===== config.mk =====
export PLATFORM = sky130hd
export DESIGN_NAME = sssio_top
export DESIGN_NICKNAME = d
export VERILOG_FILES = /design/src/design/sssio_sync.v /design/src/design/sssio_clkgen.v /design/src/design/sssio_top.v
export VERILOG_INCLUDE_DIRS = /design/src /design/src/inc
export SDC_FILE = /design/constraint.sdc
export NUM_CORES = 1
export LEC_CHECK = 0
export BUFFER_PORTS_ARGS = -buffer_cell sky130_fd_sc_hd__buf_2
export CORE_UTILIZATION = 57
export CTS_CLUSTER_DIAMETER = 150
export CTS_CLUSTER_SIZE = 10
export DETAILED_ROUTE_END_ITERATION = 8
export GPL_TIMING_DRIVEN = 0
export PLACE_DENSITY = 0.83
export REMOVE_ABC_BUFFERS = 1
export SLEW_MARGIN = 30
export SYNTH_ARGS = -nofsm -noshare
export SYNTH_HDL_FRONTEND = slang
export SYNTH_SLANG_ARGS = --single-unit

===== constraint.sdc =====
create_clock -name aclk -period 3.54 [get_ports aclk]
set_input_delay 0.531 -clock aclk [delete_from_list [all_inputs] [get_ports aclk]]
set_output_delay 0.531 -clock aclk [all_outputs]
set_load 0.02 [all_outputs]

===== src/inc/sssio_consts.vh =====
// Constants of the clocked serial shift unit: register map, fields, reset values, vectors, responses.
// Included by the top design file only; holds definitions only.
`ifndef SSSIO_CONSTS_VH
`define SSSIO_CONSTS_VH

// Register byte offsets
`define SSSIO_MODE_OFS 4'h0
`define SSSIO_DATA_OFS 4'h4
`define SSSIO_LEVEL_OFS 4'h8
`define SSSIO_STAT_OFS 4'hC

// Mode control register fields
`define SSSIO_F_DONE 7
`define SSSIO_F_IRQEN 6
`define SSSIO_F_CKOE 5
`define SSSIO_F_DOE 4
`define SSSIO_F_CKS_HI 3
`define SSSIO_F_CKS_LO 2
`define SSSIO_F_ORDER 1
`define SSSIO_F_GO 0

// Level register fields
`define SSSIO_F_LVL_HI 3
`define SSSIO_F_LVL_LO 2

// Status register fields
`define SSSIO_F_STOPPED 4

// Reset values
`define SSSIO_MODE_RST 8'h00
`define SSSIO_DATA_RST 8'h00
`define SSSIO_LEVEL_RST 8'hFF

// Clock source code for the external shift clock
`define SSSIO_CKS_EXT 2'h3

// Vector addresses
`define SSSIO_VEC_HI 16'hFFF0
`define SSSIO_VEC_LO 16'hFFF1

// Bits per byte transfer
`define SSSIO_BITS 4'h8

// AXI responses
`define SSSIO_RESP_OKAY 2'h0
`define SSSIO_RESP_SLVERR 2'h2

`endif


===== src/design/sssio_sync.v =====
// Two-flip-flop synchroniser for one level from outside the aclk domain.
// Assumes aclk is free running; first stage feeds only the second.
`timescale 1ns/100ps
`default_nettype none

module sssio_sync #(
    parameter RST_VAL = 1'b0
) (
    input wire aclk,
    input wire aresetn,
    input wire ce,
    input wire d_in,
    output reg q_out
);
    reg meta_r;

    always @(posedge aclk) begin
        if (!aresetn) begin
            meta_r <= RST_VAL;
            q_out <= RST_VAL;
        end else if (ce) begin
            meta_r <= d_in;
            q_out <= meta_r;
        end
    end
endmodule

`default_nettype wire


===== src/design/sssio_clkgen.v =====
// Internal shift clock generator: three selectable rates.
// Assumes run is a level on aclk; output idles high when not running.
`timescale 1ns/100ps
`default_nettype none

module sssio_clkgen #(
    parameter DIV0 = 16,
    parameter DIV1 = 64,
    parameter DIV2 = 256,
    parameter CW = 9
) (
    input wire aclk,
    input wire aresetn,
    input wire ce,
    input wire run,
    input wire [1:0] sel,
    output reg sck_out,
    output reg fall_pulse,
    output reg rise_pulse
);
    reg [CW-1:0] cnt_r;
    reg [CW-1:0] half;

    always @* begin
        case (sel)
            2'h0: half = DIV0[CW-1:0];
            2'h1: half = DIV1[CW-1:0];
            default: half = DIV2[CW-1:0];
        endcase
    end

    // Idle high so that the first edge seen by the partner is falling
    always @(posedge aclk) begin
        if (!aresetn) begin
            cnt_r <= {CW{1'b0}};
            sck_out <= 1'b1;
            fall_pulse <= 1'b0;
            rise_pulse <= 1'b0;
        end else if (ce) begin
            fall_pulse <= 1'b0;
            rise_pulse <= 1'b0;
            if (!run) begin
                cnt_r <= {CW{1'b0}};
                sck_out <= 1'b1;
            end else if (cnt_r >= half - {{(CW-1){1'b0}}, 1'b1}) begin
                cnt_r <= {CW{1'b0}};
                sck_out <= ~sck_out;
                fall_pulse <= sck_out;
                rise_pulse <= ~sck_out;
            end else begin
                cnt_r <= cnt_r + {{(CW-1){1'b0}}, 1'b1};
            end
        end
    end
endmodule

`default_nettype wire


===== src/design/sssio_top.v =====
// Clocked serial shift unit: 8-bit full-duplex shifter behind AXI4-Lite.
// Assumes shift clock and serial input pins are asynchronous to aclk.
`timescale 1ns/100ps
`default_nettype none
`include "sssio_consts.vh"

module sssio_top #(
    parameter DIV0 = 16,
    parameter DIV1 = 64,
    parameter DIV2 = 256
) (
    input wire aclk,
    input wire aresetn,
    input wire clk_en,
    input wire sleep_mode,
    input wire stop_mode,
    input wire [3:0] s_axi_awaddr,
    input wire s_axi_awvalid,
    output reg s_axi_awready,
    input wire [31:0] s_axi_wdata,
    input wire [3:0] s_axi_wstrb,
    input wire s_axi_wvalid,
    output reg s_axi_wready,
    output reg [1:0] s_axi_bresp,
    output reg s_axi_bvalid,
    input wire s_axi_bready,
    input wire [3:0] s_axi_araddr,
    input wire s_axi_arvalid,
    output reg s_axi_arready,
    output reg [31:0] s_axi_rdata,
    output reg [1:0] s_axi_rresp,
    output reg s_axi_rvalid,
    input wire s_axi_rready,
    input wire sck_in,
    output reg sck_out,
    output reg sck_oe,
    input wire sdi_in,
    output reg sdo_out,
    output reg sdo_oe,
    output reg serial_irq_line,
    output reg [1:0] irq_level
);
    // Mode control register bits, then the data, level and bit count registers
    reg xfer_done_flag_r;
    reg xfer_irq_enable_r;
    reg clk_out_enable_r;
    reg data_out_enable_r;
    reg [1:0] clk_source_sel_r;
    reg bit_order_sel_r;
    reg transfer_go_r;
    reg [7:0] shift_data_r;
    reg [7:0] irq_level_reg2_r;
    reg [3:0] bit_cnt_r;

    wire ext_sel = (clk_source_sel_r == `SSSIO_CKS_EXT);
    wire sck_sync;
    wire sdi_sync;
    reg sck_prev_r;
    wire int_sck;
    wire int_fall;
    wire int_rise;

    // Stop mode freezes the clock generator and all shift edges; synchronisers and bus keep running
    wire run_ce = clk_en & ~stop_mode;

    sssio_sync #(.RST_VAL(1'b1)) u_sync_sck (
        .aclk(aclk),
        .aresetn(aresetn),
        .ce(clk_en),
        .d_in(sck_in),
        .q_out(sck_sync)
    );

    sssio_sync #(.RST_VAL(1'b0)) u_sync_sdi (
        .aclk(aclk),
        .aresetn(aresetn),
        .ce(clk_en),
        .d_in(sdi_in),
        .q_out(sdi_sync)
    );

    sssio_clkgen #(.DIV0(DIV0), .DIV1(DIV1), .DIV2(DIV2), .CW(9)) u_clkgen (
        .aclk(aclk),
        .aresetn(aresetn),
        .ce(run_ce),
        .run(transfer_go_r & ~ext_sel),
        .sel(clk_source_sel_r),
        .sck_out(int_sck),
        .fall_pulse(int_fall),
        .rise_pulse(int_rise)
    );

    always @(posedge aclk) begin
        if (!aresetn) begin
            sck_prev_r <= 1'b1;
        end else if (clk_en) begin
            sck_prev_r <= sck_sync;
        end
    end

    // External edges are dropped in stop, so a resumed byte is out of step
    wire ext_fall = ext_sel & sck_prev_r & ~sck_sync & ~stop_mode;
    wire ext_rise = ext_sel & ~sck_prev_r & sck_sync & ~stop_mode;
    wire sh_fall = ext_sel ? ext_fall : (int_fall & run_ce);
    wire sh_rise = ext_sel ? ext_rise : (int_rise & run_ce);

    // Bus handshake state
    reg [3:0] aw_addr_r;
    reg aw_held_r;
    reg [31:0] w_data_r;
    reg [3:0] w_strb_r;
    reg w_held_r;

    wire wr_fire = aw_held_r & w_held_r & ~s_axi_bvalid;
    wire wr_mode = wr_fire & (aw_addr_r == `SSSIO_MODE_OFS) & w_strb_r[0];
    wire wr_data = wr_fire & (aw_addr_r == `SSSIO_DATA_OFS) & w_strb_r[0];
    wire wr_level = wr_fire & (aw_addr_r == `SSSIO_LEVEL_OFS) & w_strb_r[0];
    wire wr_ok = (aw_addr_r == `SSSIO_MODE_OFS) | (aw_addr_r == `SSSIO_DATA_OFS)
        | (aw_addr_r == `SSSIO_LEVEL_OFS) | (aw_addr_r == `SSSIO_STAT_OFS);
    wire go_write1 = wr_mode & w_data_r[`SSSIO_F_GO];
    wire go_write0 = wr_mode & ~w_data_r[`SSSIO_F_GO];

    // Eighth rising edge completes the byte
    wire last_rise = transfer_go_r & sh_rise & (bit_cnt_r == `SSSIO_BITS - 4'h1);
    wire done_set = last_rise & ~go_write0;
    wire out_bit = bit_order_sel_r ? shift_data_r[7] : shift_data_r[0];

    always @(posedge aclk) begin
        if (!aresetn) begin
            xfer_done_flag_r <= 1'b0;
            xfer_irq_enable_r <= 1'b0;
            clk_out_enable_r <= 1'b0;
            data_out_enable_r <= 1'b0;
            clk_source_sel_r <= 2'h0;
            bit_order_sel_r <= 1'b0;
            transfer_go_r <= 1'b0;
            shift_data_r <= `SSSIO_DATA_RST;
            irq_level_reg2_r <= `SSSIO_LEVEL_RST;
            bit_cnt_r <= 4'h0;
        end else if (clk_en) begin
            if (wr_mode) begin
                xfer_irq_enable_r <= w_data_r[`SSSIO_F_IRQEN];
                clk_out_enable_r <= w_data_r[`SSSIO_F_CKOE];
                data_out_enable_r <= w_data_r[`SSSIO_F_DOE];
                clk_source_sel_r <= w_data_r[`SSSIO_F_CKS_HI:`SSSIO_F_CKS_LO];
                bit_order_sel_r <= w_data_r[`SSSIO_F_ORDER];
            end
            if (wr_level) begin
                irq_level_reg2_r <= w_data_r[7:0];
            end
            // Set wins over a software clear in the same cycle only if that write keeps GO set
            if (done_set) begin
                xfer_done_flag_r <= 1'b1;
            end else if (wr_mode && !w_data_r[`SSSIO_F_DONE]) begin
                xfer_done_flag_r <= 1'b0;
            end
            if (go_write1) begin
                transfer_go_r <= 1'b1;
                bit_cnt_r <= 4'h0;
            end else if (go_write0) begin
                transfer_go_r <= 1'b0;
                bit_cnt_r <= 4'h0;
            end else if (last_rise) begin
                transfer_go_r <= 1'b0;
                bit_cnt_r <= 4'h0;
            end else if (transfer_go_r && sh_rise) begin
                bit_cnt_r <= bit_cnt_r + 4'h1;
            end
            // Shift in one bit per rising edge while running
            if (wr_data) begin
                shift_data_r <= w_data_r[7:0];
            end else if (transfer_go_r && sh_rise) begin
                if (bit_order_sel_r) begin
                    shift_data_r <= {shift_data_r[6:0], sdi_sync};
                end else begin
                    shift_data_r <= {sdi_sync, shift_data_r[7:1]};
                end
            end
        end
    end

    // Pin drivers
    always @(posedge aclk) begin
        if (!aresetn) begin
            sck_out <= 1'b1;
            sck_oe <= 1'b0;
            sdo_out <= 1'b1;
            sdo_oe <= 1'b0;
            serial_irq_line <= 1'b0;
            irq_level <= 2'h3;
        end else if (clk_en) begin
            sck_out <= ext_sel ? 1'b1 : int_sck;
            sck_oe <= clk_out_enable_r & ~ext_sel;
            sdo_oe <= data_out_enable_r;
            // Halted external clock still moves the output pin
            if (sh_fall && (transfer_go_r || ext_sel)) begin
                sdo_out <= out_bit;
            end
            serial_irq_line <= xfer_done_flag_r & xfer_irq_enable_r;
            irq_level <= irq_level_reg2_r[`SSSIO_F_LVL_HI:`SSSIO_F_LVL_LO];
        end
    end

    // AXI4-Lite write channel: address and data accepted in either order
    always @(posedge aclk) begin
        if (!aresetn) begin
            s_axi_awready <= 1'b0;
            s_axi_wready <= 1'b0;
            s_axi_bvalid <= 1'b0;
            s_axi_bresp <= `SSSIO_RESP_OKAY;
            aw_held_r <= 1'b0;
            w_held_r <= 1'b0;
            aw_addr_r <= 4'h0;
            w_data_r <= 32'h00000000;
            w_strb_r <= 4'h0;
        end else if (clk_en) begin
            s_axi_awready <= ~aw_held_r & ~s_axi_awready & s_axi_awvalid;
            s_axi_wready <= ~w_held_r & ~s_axi_wready & s_axi_wvalid;
            if (s_axi_awvalid && s_axi_awready) begin
                aw_held_r <= 1'b1;
                aw_addr_r <= {s_axi_awaddr[3:2], 2'b00};
            end
            if (s_axi_wvalid && s_axi_wready) begin
                w_held_r <= 1'b1;
                w_data_r <= s_axi_wdata;
                w_strb_r <= s_axi_wstrb;
            end
            if (wr_fire) begin
                s_axi_bvalid <= 1'b1;
                s_axi_bresp <= wr_ok ? `SSSIO_RESP_OKAY : `SSSIO_RESP_SLVERR;
                aw_held_r <= 1'b0;
                w_held_r <= 1'b0;
            end else if (s_axi_bvalid && s_axi_bready) begin
                s_axi_bvalid <= 1'b0;
            end
        end
    end

    // AXI4-Lite read channel
    reg [31:0] rd_mux;
    reg rd_ok;
    always @* begin
        rd_mux = 32'h00000000;
        rd_ok = 1'b1;
        case ({s_axi_araddr[3:2], 2'b00})
            `SSSIO_MODE_OFS: rd_mux = {24'h000000, xfer_done_flag_r, xfer_irq_enable_r,
                clk_out_enable_r, data_out_enable_r, clk_source_sel_r,
                bit_order_sel_r, transfer_go_r};
            `SSSIO_DATA_OFS: rd_mux = {24'h000000, shift_data_r};
            `SSSIO_LEVEL_OFS: rd_mux = {24'h000000, irq_level_reg2_r};
            `SSSIO_STAT_OFS: rd_mux = {27'h0000000, stop_mode, bit_cnt_r};
            default: rd_ok = 1'b0;
        endcase
    end

    always @(posedge aclk) begin
        if (!aresetn) begin
            s_axi_arready <= 1'b0;
            s_axi_rvalid <= 1'b0;
            s_axi_rdata <= 32'h00000000;
            s_axi_rresp <= `SSSIO_RESP_OKAY;
        end else if (clk_en) begin
            s_axi_arready <= ~s_axi_arready & ~s_axi_rvalid & s_axi_arvalid;
            if (s_axi_arvalid && s_axi_arready) begin
                s_axi_rvalid <= 1'b1;
                s_axi_rdata <= rd_mux;
                s_axi_rresp <= rd_ok ? `SSSIO_RESP_OKAY : `SSSIO_RESP_SLVERR;
            end else if (s_axi_rvalid && s_axi_rready) begin
                s_axi_rvalid <= 1'b0;
            end
        end
    end
endmodule

`default_nettype wire


== Word-level counts from Yosys, hierarchy flattened ==
Cells that the tools add are included.
Storage, ports and cells
  register bits: 104
  bits of input ports: 56
  output and inout port bits: 48
  logic and storage cells: 171
Operators by class
  add/subtract/negate cells: 3
  order comparisons: 1
  equal/unequal tests: 10
  muxes and demuxes: 35
  bitwise operators: 48
  reduce and logical (&&, ||, !) cells: 37
Operators by type and width (number)
  $pmux W32 S4: 1
  $reduce_and A2 Y1: 16
  $and A1 B1 Y1: 31
  $mux W8: 3
  $mux W1: 23
  $mux W9: 2
  $pmux W9 S2: 1
  $mux W4: 4
  $not A1 Y1: 14
  $reduce_bool A2 Y1: 6
  $eq A2 B2 Y1 const B: 5
  $add A9 B1 Y9 const B: 1
  $ge A9 B9 Y1: 1
  $sub A9 B1 Y9 const B: 1
  $logic_and A1 B1 Y1: 8
  $eq A2 B1 Y1 const B: 3
  $add A4 B1 Y4 const B: 1
  $eq A4 B3 Y1 const B: 1
  $logic_not A2 Y1: 2
  $logic_not A4 Y1: 1
  $reduce_bool A4 Y1: 1
  $or A1 B1 Y1: 3
  $reduce_bool A3 Y1: 1
  $mux W2: 1
  3 further kinds: 3

== Logic depth before layout (Yosys ltp) ==
Gate-level depths: netlist (run 1).
  word-level depth: 10
  depth in mapped cells: 8
  mapped depth without buffers: 7

== Hierarchy ==
A second synthesis (run 1) with hierarchy kept.
Second synthesis, totals
  cell total of the unflattened synthesis: 433
  area, all modules: 3976.3 µm²
Modules (own cells, without submodules)
  sssio_top: times used 1, cells each 338, area an instance 3101.7 µm², seq. area each 1261.2 µm²
  sssio_clkgen: times used 1, cells each 83, area an instance 734.5 µm², seq. area each 240.2 µm²
  sssio_sync (u_sync_sdi): times used 1, cells each 6, area an instance 72.6 µm², seq. area each 40.0 µm²
  sssio_sync (u_sync_sck): times used 1, cells each 6, area an instance 67.6 µm², seq. area each 40.0 µm²

== Worst setup path before layout (run 1) ==
No wires, ideal clock.
  path kind: register to register
  start: reg clk_source_sel_r[1]
  end: reg u_clkgen.cnt_r[4]
  setup time: 0.133 ns
  arrival time: 1.755 ns
  required time: 3.407 ns
  path slack: 1.652 ns
  cell stages (with the launch flop): 9
  path buffers: 1
  period minus slack after synthesis: 1.888 ns
  cells stage by stage: dfxtp_1 > nor2_1 > ha_1 > a31oi_1 > a2111oi_0 > nor3_1 > buf_2 > nand3_1 > a31oi_1
Between the ends
  cells in the longest elaborated chain, start to end: 6
  elaborated cells between the ends (all ways): 10
  those cells by class: add/sub (1); order compare (1); eq/ne (2); mux (3); bitwise (2); reduce/logical (1)
Ends and longest elaborated chain
  start, declared: line sssio_top.v:48  | reg [1:0] clk_source_sel_r;
  start signal, assigned: line sssio_top.v:145  | clk_source_sel_r <= w_data_r[`SSSIO_F_CKS_HI:`SSSIO_F_CKS_LO];
  $eq A2 B1 Y1 / $logic_not A2 Y1 (equally long branches): line sssio_clkgen.v:25  | case (sel)
  $pmux W9 S2: line sssio_clkgen.v:25
  $sub A9 B1 Y9: line sssio_clkgen.v:45  | end else if (cnt_r >= half - {{(CW-1){1'b0}}, 1'b1}) begin
  $ge A9 B9 Y1: line sssio_clkgen.v:45
  $mux W9: line sssio_clkgen.v:45
  $mux W9 (*): line sssio_clkgen.v:42  | if (!run) begin
  end signal, assigned: line sssio_clkgen.v:43  | cnt_r <= {CW{1'b0}};
  end signal, assigned: line sssio_clkgen.v:46  | cnt_r <= {CW{1'b0}};
  end signal, assigned: line sssio_clkgen.v:51  | cnt_r <= cnt_r + {{(CW-1){1'b0}}, 1'b1};
  end, declared: line sssio_clkgen.v:21  | reg [CW-1:0] cnt_r;
Every way passes the cells marked *; elsewhere a longest branch is shown, timed or not.
A chain may end at the register's enable or synchronous reset.

== Worst setup path in the final report (run 1) ==
  start: reg clk_source_sel_r[1]
  end: reg u_clkgen.cnt_r[3]
Same word-level chain as after synthesis.

==> flow_summary.toml, run 1 <==
[drt]
drtIter0Drc = 319
wl_per_cell_um = 15.3
vias = 3197
drc = 13
wl_met1_mm = 3.78
maxUsedRoutingLayer = "met4"
vias_per_cell = 5.87
wl_mm = 8.34
wl_met3_um = 593
dr.pass1.iters = 7
wl_met2_mm = 3.78
final_antenna_net_count = 0

[floorplanning]
core-area_um2 = 6460
die_width_um = 84.3
die_y_um = 84.3
std_cell_rows = 29
io_pins = 104
start_util_pct = 59.8
die-area_um2 = 7100

[global_routing]
globalRouteOverflowTotal = 0
track_usage_pct = 24.6
grt_pass1_vias = 2834
grt_pass1_wl_mm = 13.7
grt_max_degree = 63
antenna_found_initial = 0

[cts]
cts_sinks = 79
clock_latency_ps = 360
post_cts_buffers = 0
cts-root-buf = "clkbuf_8"
htree_levels = 3
cts_hold_buf = 0
cts_tree = "built"
cts.path.max_buffers = 2
clk_pin_slew_worst_paths_ps = 70
numCtsBuffers = 9
ctsResizeCount = 0

[final_layout]
instances_no_fill = 545
mostFrequentLayoutCells = "nand2_1 (79), dfxtp_1 (79), buf_2 (43), mux2i_1 (36), conb_1 (28)"
multi_input_area_um2 = 2060
nets = 527
drive_gt1_share_pct = 14.7
insertedDiodeCount = 0
fillers = 549
syn2layout_area_growth_pct = 9.34
regArea_um2 = 1580

[worst_hold_path]
hold-path-cell-count = 3
hold_start = "sck_in"
min_to = "u_sync_sck.meta_r"
min_path_type = "input pin to register"

[setup_path]
max_stage_delay_ps = 690
crit_path_top_delay_cell = "nor3_2"
rrSetupSlack_ps = 1220
reg2reg_depth = 7
crit_chain = "nor2_1 -> ha_1 -> a31oi_1 -> a2111oi_0 -> nor3_2 -> nand3_1 -> a31oi_1"
cpLargestDelayFamily = "simple AND/OR/NAND/NOR gates"
crit_arrival_ps = 2590
r2r_end = "u_clkgen.cnt_r[3]"
cp-start-kind = "register"
worstReg2RegStart = "clk_source_sel_r[1]"
critPathCaptureType = "register"
worstSetupPathType = "register to register"
path_buf_inv = 0
crit_fanout = 13
critPathRequiredTime_ps = 3810
crit_top_cell = "a31oi_1"

[place]
dp.cells = 530
portBuffers = 44
place_hpwl_mm = 5.65
place.gp.congestion = 0.846

[synthesis]
async_flop_share_pct = 0
ys_warn_count = 0
syn_area_per_cell_um2 = 8.89
ys_ff_latch = 79
synth.distinct_cells = 46
netlist_area_um2 = 3860
syn-instance-count = 434
ys_seq_area_share_pct = 41.0
synthFlopType = "dfxtp_1"
synth-edff-count = 0

[timing]
fmax_ghz = 0.431
finalSetupTns_ps = 0
period_minus_slack_ps = 2320
skew_ps = 8.91
setup_violations = 0
rsz0062_at_grt = "false"
tightest_slew_ps = 779
relSlewSlack_pct = 47.8
maxSlewViolCount = 0
hold_violations = 0
post-route-period-util_pct = 65.6

[pwr]
power_leakage_uw = 0.00170
ir_worst_vdd_mv = 0.347
powerDensity_nw_per_um2 = 435

[flow_run]
cap_violations = 0

[run_status]
status = "complete, but fails checks"
violations = "design-rule violations"
-- logic make-up (layout without fill, tap and decap cells) --
logic type	count (synthesis)	count (layout)	synth area share, %
AOI/OAI and AO/OA	85	85	15.0
xor gates and xnor gates	1	1	0.227
adders and majority gates	7	7	2.27
buffers and inverters	56	64	8.43
DFF	79	79	41.0
muxes	41	41	12.3
other	2	28	0.195
and+or+nand+nor	163	163	20.6
-- power breakdown --
group / internal (uW) / switching [uW]
Sequential: 896 / 7.69
Combinational: 34.2 / 81.4
Clock: 503 / 313
Total: 1430 / 402
-- routing by layer --
metal  global-route usage (%)  up-vias
met5                        0        -
met4                     9.87        0
met3                     6.10       12
met2                     38.6      130
met1                     32.6     1510
li1                         -     1545
-- worst reg2reg max path, cell delays in order, from the launching register on --
cell and delay, ps:
dfxtp_1 470, nor2_1 120, ha_1 290, a31oi_1 180, a2111oi_0 120, nor3_2 690, nand3_1 160, a31oi_1 210
-- stage by stage --
| step | power [uW] | worst slack [ps] | util, % | hold WS, ps | area [um2] |
|---|---|---|---|---|---|
| CTS | 1850 | 1260 | 65.3 | 391 | 4220 |
| finish | 1840 | 1220 | 65.3 | 396 | 4220 |
| global placement | 1040 | 1030 | 61.4 | 447 | 3970 |
| detailed placement | 1040 | 1060 | 61.5 | 459 | 3970 |
| global route | 1910 | 1010 | 65.3 | 416 | 4220 |
| floorplan | 992 | 1480 | - | 435 | 3650 |
-- Yosys cell counts (7+ instances only) --
library cell | number | area share (%)
a21boi_0 | 8 | 1.6
a21oi_1 | 19 | 2.5
a2bb2oi_1 | 8 | 1.8
and3_1 | 7 | 1.1
buf_4 | 27 | 5.3
clkbuf_1 | 18 | 1.8
dfxtp_1 | 79 | 41
ha_1 | 7 | 2.3
mux2i_1 | 36 | 9.3
nand2_1 | 79 | 7.7
nand3_1 | 18 | 2.3
nor2_1 | 20 | 1.9
nor2b_1 | 11 | 1.8
o21ai_1 | 9 | 1.2
o2bb2ai_1 | 9 | 2.0
-- flip-flops by register name, indices dropped and copies added, names as in the netlist, 2 cells and up --
register          count
aw_addr_r             2
bit_cnt_r             4
clk_source_sel_r      2
irq_level             2
irq_level_reg2_r      8
s_axi_rdata           8
shift_data_r          8
u_clkgen.cnt_r        9
w_data_r              8
-- how the worst max path moves through the flow --
stage                     cells past startpoint  slack, ps                   to           startpoint
after floorplan                               7       1480    u_clkgen.cnt_r[3]  clk_source_sel_r[1]
after global placement                        7       1030    u_clkgen.cnt_r[3]  clk_source_sel_r[1]
after detailed placement                      5       1060  irq_level_reg2_r[4]               clk_en
after CTS                                     7       1260    u_clkgen.cnt_r[3]  clk_source_sel_r[1]
after global routing                          7       1010    u_clkgen.cnt_r[3]  clk_source_sel_r[1]
final                                         7       1220    u_clkgen.cnt_r[3]  clk_source_sel_r[1]
-- layout make-up --
cell class                 instances  area share (%)
multi-input combinational        325            48.7
sequential                        79            37.5
timing repair buffer              44            5.28
clock buffer                      12            3.68
tap                               77            2.28
clock inverter                     3            2.13
inverter                           5           0.445
No activity file was read; power rests on OpenSTA's default activity.
==> run 2: changes to the inputs <==
Settings changed: ABC_AREA set to 1, CORE_UTILIZATION 57 to 48, PLACE_DENSITY 0.83 to 0.74.
Clock period 3.54 ns to 2 ns, I/O delays scaled along.
==> run 2 against run 1 <==
Compared with the run above: the flow now finishes without violations; synthesized area increased by 0.94%; count of clock-buffer cells in the layout down 3; worst hold slack got worse by 240 ps; core utilization fell by 11 points; sequential share of layout area down 0.51 points; fmax increased by 29%; register-to-register slack lost 1000 ps.
==> flow_summary.toml, run 2 <==
[run_status]
status = "completed"

[synthesis]
yosysMostFrequentCell = "nand2_1"
synthFlopType = "dfxtp_1"
syn_area_per_cell_um2 = 7.58
ys_seq_area_share_pct = 40.6
netlist_area_um2 = 3900
syn-instance-count = 514
async_flop_share_pct = 0
synth_top_area_share_pct = 40.6
ys_ff_latch = 79
ys_warn_count = 0
yosys-top-cells-count = "nand2_1 (89), dfxtp_1 (79), inv_1 (48), nor2_1 (48), a21oi_1 (45)"
synth-edff-count = 0
synth.distinct_cells = 38
synthTopCellsByArea = "dfxtp_1 (41%), nand2_1 (8.6%), a21oi_1 (5.8%)"
yosysTopAreaCell = "dfxtp_1"

[setup_path]
reg2reg_depth = 11
critPathCaptureType = "register"
crit_fanout = 6
crit_arrival_ps = 2100
worstReg2RegStart = "clk_source_sel_r[1]"
r2r_end = "u_clkgen.cnt_r[2]"
cp-start-kind = "register"
rrSetupSlack_ps = 200
critPathRequiredTime_ps = 2300
worstSetupPathType = "register to register"

[drt]
final_antenna_net_count = 0
wl_mm = 8.52
vias_per_cell = 5.05
dr.pass1.iters = 5
vias = 3321
wl_per_cell_um = 13.0
wl_met1_mm = 3.97
wl_met3_um = 353
maxUsedRoutingLayer = "met4"
wl_met2_mm = 4.03
drtIter0Drc = 273
drc = 0

[floorplanning]
core-area_um2 = 7810
die_width_um = 92.1
std_cell_rows = 32
io_pins = 104
die-area_um2 = 8480
die_y_um = 92.1
start_util_pct = 49.9

[timing]
post-route-period-util_pct = 89.9
skew_ps = 5.82
relSlewSlack_pct = 56.1
setup_violations = 0
rsz0062_at_grt = "false"
maxSlewViolCount = 0
fmax_ghz = 0.556
period_minus_slack_ps = 1800
tightest_slew_ps = 657
hold_violations = 0
fin_ws_ps = 202

[pwr]
ir_worst_vdd_mv = 0.429
power_leakage_uw = 0.00188
powerDensity_nw_per_um2 = 777

[global_routing]
track_usage_pct = 21.3
grt_max_degree = 59
globalRouteOverflowTotal = 0
antenna_found_initial = 0
grt_pass1_vias = 3003
grt_pass1_wl_mm = 14.2

[cts]
htree_levels = 3
cts.path.max_buffers = 2
post_cts_buffers = 0
clock_latency_ps = 360
cts-root-buf = "clkbuf_8"
numCtsBuffers = 9
cts_hold_buf = 0
cts_tree = "built"
clk_pin_slew_worst_paths_ps = 80
cts_sinks = 79

[final_layout]
insertedDiodeCount = 0
mostFrequentLayoutCell = "nand2_1"
final_util_pct = 54.8
regMostFlops = "u_clkgen.cnt_r"
nets = 613
drive_gt1_share_pct = 18.9
largest_reg_flops = 9
mostFrequentLayoutCells = "nand2_1 (89), dfxtp_1 (78), inv_1 (48), nor2_1 (47), a21oi_1 (45)"
syn2layout_area_growth_pct = 9.89

[worst_hold_path]
min_path_type = "input pin to register"
min_to = "u_sync_sck.meta_r"
hold_start = "sck_in"
hold-path-cell-count = 3

[place]
place_hpwl_mm = 5.86
pre_cts_ws_ps = -217
place.gp.congestion = 0.897
portBuffers = 44

[flow_run]
cap_violations = 0
==> run 2: cell count changes in the layout (fill, tap and decap cells not counted), moves of 9 or more <==
cell / before / now
a21oi_1: 19 / 45
inv_1: 4 / 48
mux2i_1: 36 / 1
nand2_1: 79 / 89
nor2_1: 20 / 47
nor2b_1: 11 / 0
o21ai_0: 5 / 42
o21ai_1: 9 / 18
o2bb2ai_1: 9 / 0
==> run 2: power by group <==
group	switching, uW	internal [uW]
clock	616	833
combinational	190	65.8
sequential	18.8	1600
total	825	2500
==> run 2: repair_timing <==
action                     4_1_cts  5_1_grt
setup endpoints to repair        0        5
hold endpoints to repair         0        0
gates resized for setup          0        2
==> run 2: cell type report <==
type	instances	area, um2
clock buffers	9	124
clock inverters	7	120
fillers	773	3530
inverters	57	219
multi-input cells	359	1890
flip-flops and latches	79	1580
well taps	102	128
repair buffers	44	223
==> run 2: worst max-delay path, stage by stage (launching register included) <==
cell and delay, ps:
dfxtp_2 370, nor2_2 160, ha_1 240, nand2_1 90, nor2_1 60, nand2_1 60, nand3_1 70, nor2_2 210
nand2_1 120, nand2_1 140, nand2_2 110, nor2_1 120
==> run 2: per-layer routing <==
metal	up-vias	global-route usage, %
met3	13	3.57
met5	-	0
met1	1502	27.2
met2	103	35.0
met4	0	9.90
li1	1703	-
==> run 2: metrics by stage <==
step / TNS, ps / cells / cell area, um2 / hold WS, ps / power, uW
after floorplan: 0 / 495 / 3680 / 369 / 1820
after global placement: -1040 / 641 / 4030 / 413 / 1910
after detailed placement: -1360 / 641 / 4030 / 418 / 1910
after CTS: 0 / 657 / 4280 / 146 / 3340
after global routing: 0 / 657 / 4280 / 174 / 3450
final: 0 / 657 / 4280 / 154 / 3330
==> run 2: worst max-delay path by stage <==
stage	slack [ps]	to	from	cells past startpoint
detailed placement	-220	transfer_go_r	aresetn	5
global placement	-180	transfer_go_r	aresetn	5
CTS	90	u_clkgen.cnt_r[2]	clk_source_sel_r[1]	11
global route	60	u_clkgen.cnt_r[7]	clk_source_sel_r[1]	11
floorplan	480	u_clkgen.cnt_r[2]	clk_source_sel_r[1]	11
finish	200	u_clkgen.cnt_r[2]	clk_source_sel_r[1]	11
==> run 2: logic make-up after synthesis <==
| logic type | after synthesis | synth area share, % |
|---|---|---|
| other | 2 | 0.193 |
| AOI/OAI and AO/OA | 131 | 19.4 |
| muxes | 1 | 0.257 |
| adders and majority gates | 7 | 2.25 |
| xor gates and xnor gates | 5 | 1.12 |
| and+or+nand+nor | 187 | 22.6 |
| buffers and inverters | 102 | 13.6 |
| DFF | 79 | 40.6 |
==> run 3: changes to the inputs <==
Settings changed: CORE_ASPECT_RATIO set to 1.2.
==> run 3 against run 2 <==
Compared with the run above: the flow now finishes with violations (design-rule violations); non-clock buffer count is the same; first-iteration DRC count is 8.8% lower; die area barely moved; register-to-register slack barely moved; critical endpoint is now u_clkgen.cnt_r[7]; design area shrank 0.82%; critical path depth did not move; largest cell class unchanged; routed wire length about the same.
==> flow_summary.toml, run 3 (synthesis results as in run 2) <==
[final_layout]
insertedDiodeCount = 0
instances_no_fill = 647
drive_gt1_share_pct = 18.7
regMostFlops = "u_clkgen.cnt_r"
largest_reg_flops = 9
nets = 613
final_area_um2 = 4250
mostFrequentLayoutCells = "nand2_1 (89), dfxtp_1 (78), inv_1 (48), nor2_1 (47), a21oi_1 (45)"
syn2layout_area_growth_pct = 8.99
fillers = 766
mostFrequentLayoutCell = "nand2_1"

[timing]
post-route-period-util_pct = 89.6
rsz0062_at_grt = "false"
maxSlewViolCount = 0
period_minus_slack_ps = 1790
setup_violations = 0
relSlewSlack_pct = 57.0
skew_ps = 13.5
tightest_slew_ps = 643
fmax_ghz = 0.558
hold_violations = 0

[place]
place_hpwl_mm = 5.98
place.gp.congestion = 0.894
placed_cell_area_um2 = 4020
dp.cells = 631
portBuffers = 44

[floorplanning]
start_util_pct = 50.3
io_pins = 104
core-area_um2 = 7750
std_cell_rows = 35
die_width_um = 84.2
die-area_um2 = 8480
die_y_um = 101

[drt]
drtIter0Drc = 249
vias = 3347
wl_mm = 8.52
wl_per_cell_um = 13.2
final_antenna_net_count = 0
drc = 10
wl_met2_mm = 4.25
vias_per_cell = 5.17
dr.pass1.iters = 7
wl_met1_mm = 3.75
wl_met3_um = 383
maxUsedRoutingLayer = "met4"

[setup_path]
max_stage_delay_ps = 450
path_buf_inv = 0
cpLargestDelayFamily = "simple AND/OR/NAND/NOR gates"
crit_arrival_ps = 2080
cp-start-kind = "register"
crit_top_cell = "nand2_1"
critPathCaptureType = "register"
crit_path_top_delay_cell = "dfxtp_1"
crit_chain = "nor2_2 -> ha_1 -> nand2_1 -> nor2_1 -> nand2_1 -> nand3_1 -> nor2_2 -> nand2_1 -> nand2_1 -> nand2_2 -> nor2_1"
worstSetupPathType = "register to register"
critPathRequiredTime_ps = 2290
crit_fanout = 5

[global_routing]
grt_max_degree = 59
track_usage_pct = 21.2
antenna_found_initial = 0
grt_pass1_vias = 2975
globalRouteOverflowTotal = 0
grt_pass1_wl_mm = 14.1

[run_status]
violations = "design-rule violations"
status = "complete, but fails checks"

[cts]
cts_tree = "built"
cts.path.max_buffers = 2
htree_levels = 3
numCtsBuffers = 9
clock_latency_ps = 360
cts_hold_buf = 0
cts_sinks = 79
cts-root-buf = "clkbuf_8"
clk_pin_slew_worst_paths_ps = 90

[pwr]
ir_worst_vdd_mv = 0.373
power_leakage_uw = 0.00186
powerDensity_nw_per_um2 = 756

[flow_run]
cap_violations = 0

[worst_hold_path]
min_path_type = "input pin to register"
[run 3: changes by cell type in the layout (fill, tap and decap cells not counted), sizes merged]
cell,previous run,this run
clkbuf,9,10
bufinv,3,2
[run 3: power by group]
group          switching (uW)  internal (uW)  leakage (uW)
combinational             189           65.9       0.00112
clock                     623            712      0.000107
sequential               18.1           1600      0.000641
total                     830           2380       0.00186
[run 3: final timing paths]
check / start / endpoint / slack [ps] / cells after the start
worst max-delay path: clk_source_sel_r[0] / u_clkgen.cnt_r[7] / 210 / 11
worst min-delay path: sck_in / u_sync_sck.meta_r / 170 / 3
worst max register to register: clk_source_sel_r[0] / u_clkgen.cnt_r[7] / 210 / 11
worst min register to register: s_axi_bresp[1] / s_axi_bresp[1] / 430 / 2
[run 3: timing repair]
action                                  CTS  global route
endpoints found under the setup margin    0             5
setup buffers                             0             0
resized for setup                         0             2
[run 3: metrics by stage]
step	worst slack, ps	hold slack, ps	power (uW)	setup TNS, ps	util, %
2_1_floorplan	482	369	1820	0	-
3_3_place_gp	-223	415	1910	-1240	51.8
3_5_place_dp	-266	415	1910	-1610	51.8
4_1_cts	85.6	157	3230	0	54.7
5_1_grt	17.8	177	3330	0	54.8
6_report	209	165	3210	0	54.8
[run 3: per-layer routing]
metal / global-route usage (%) / vias up
li1: - / 1712
met1: 26.1 / 1535
met2: 37.1 / 90
met3: 3.69 / 10
met4: 8.09 / 0
met5: 0 / -
[run 3: worst min-delay path, cell delays in order]
cell     delay, ps
buf_2           80
nand2_1         40
nand3_1         70
[run 3: cell type report]
cell class / instances / area, um2 / share of cell area [%]
Clock buffer: 10 / 128 / 3.01
Tap cell: 92 / 115 / 2.71
Inverter: 57 / 219 / 5.16
Sequential cell: 79 / 1580 / 37.3
Clock inverter: 6 / 93.8 / 2.21
Multi-Input combinational cell: 359 / 1890 / 44.4
Timing Repair Buffer: 44 / 223 / 5.24
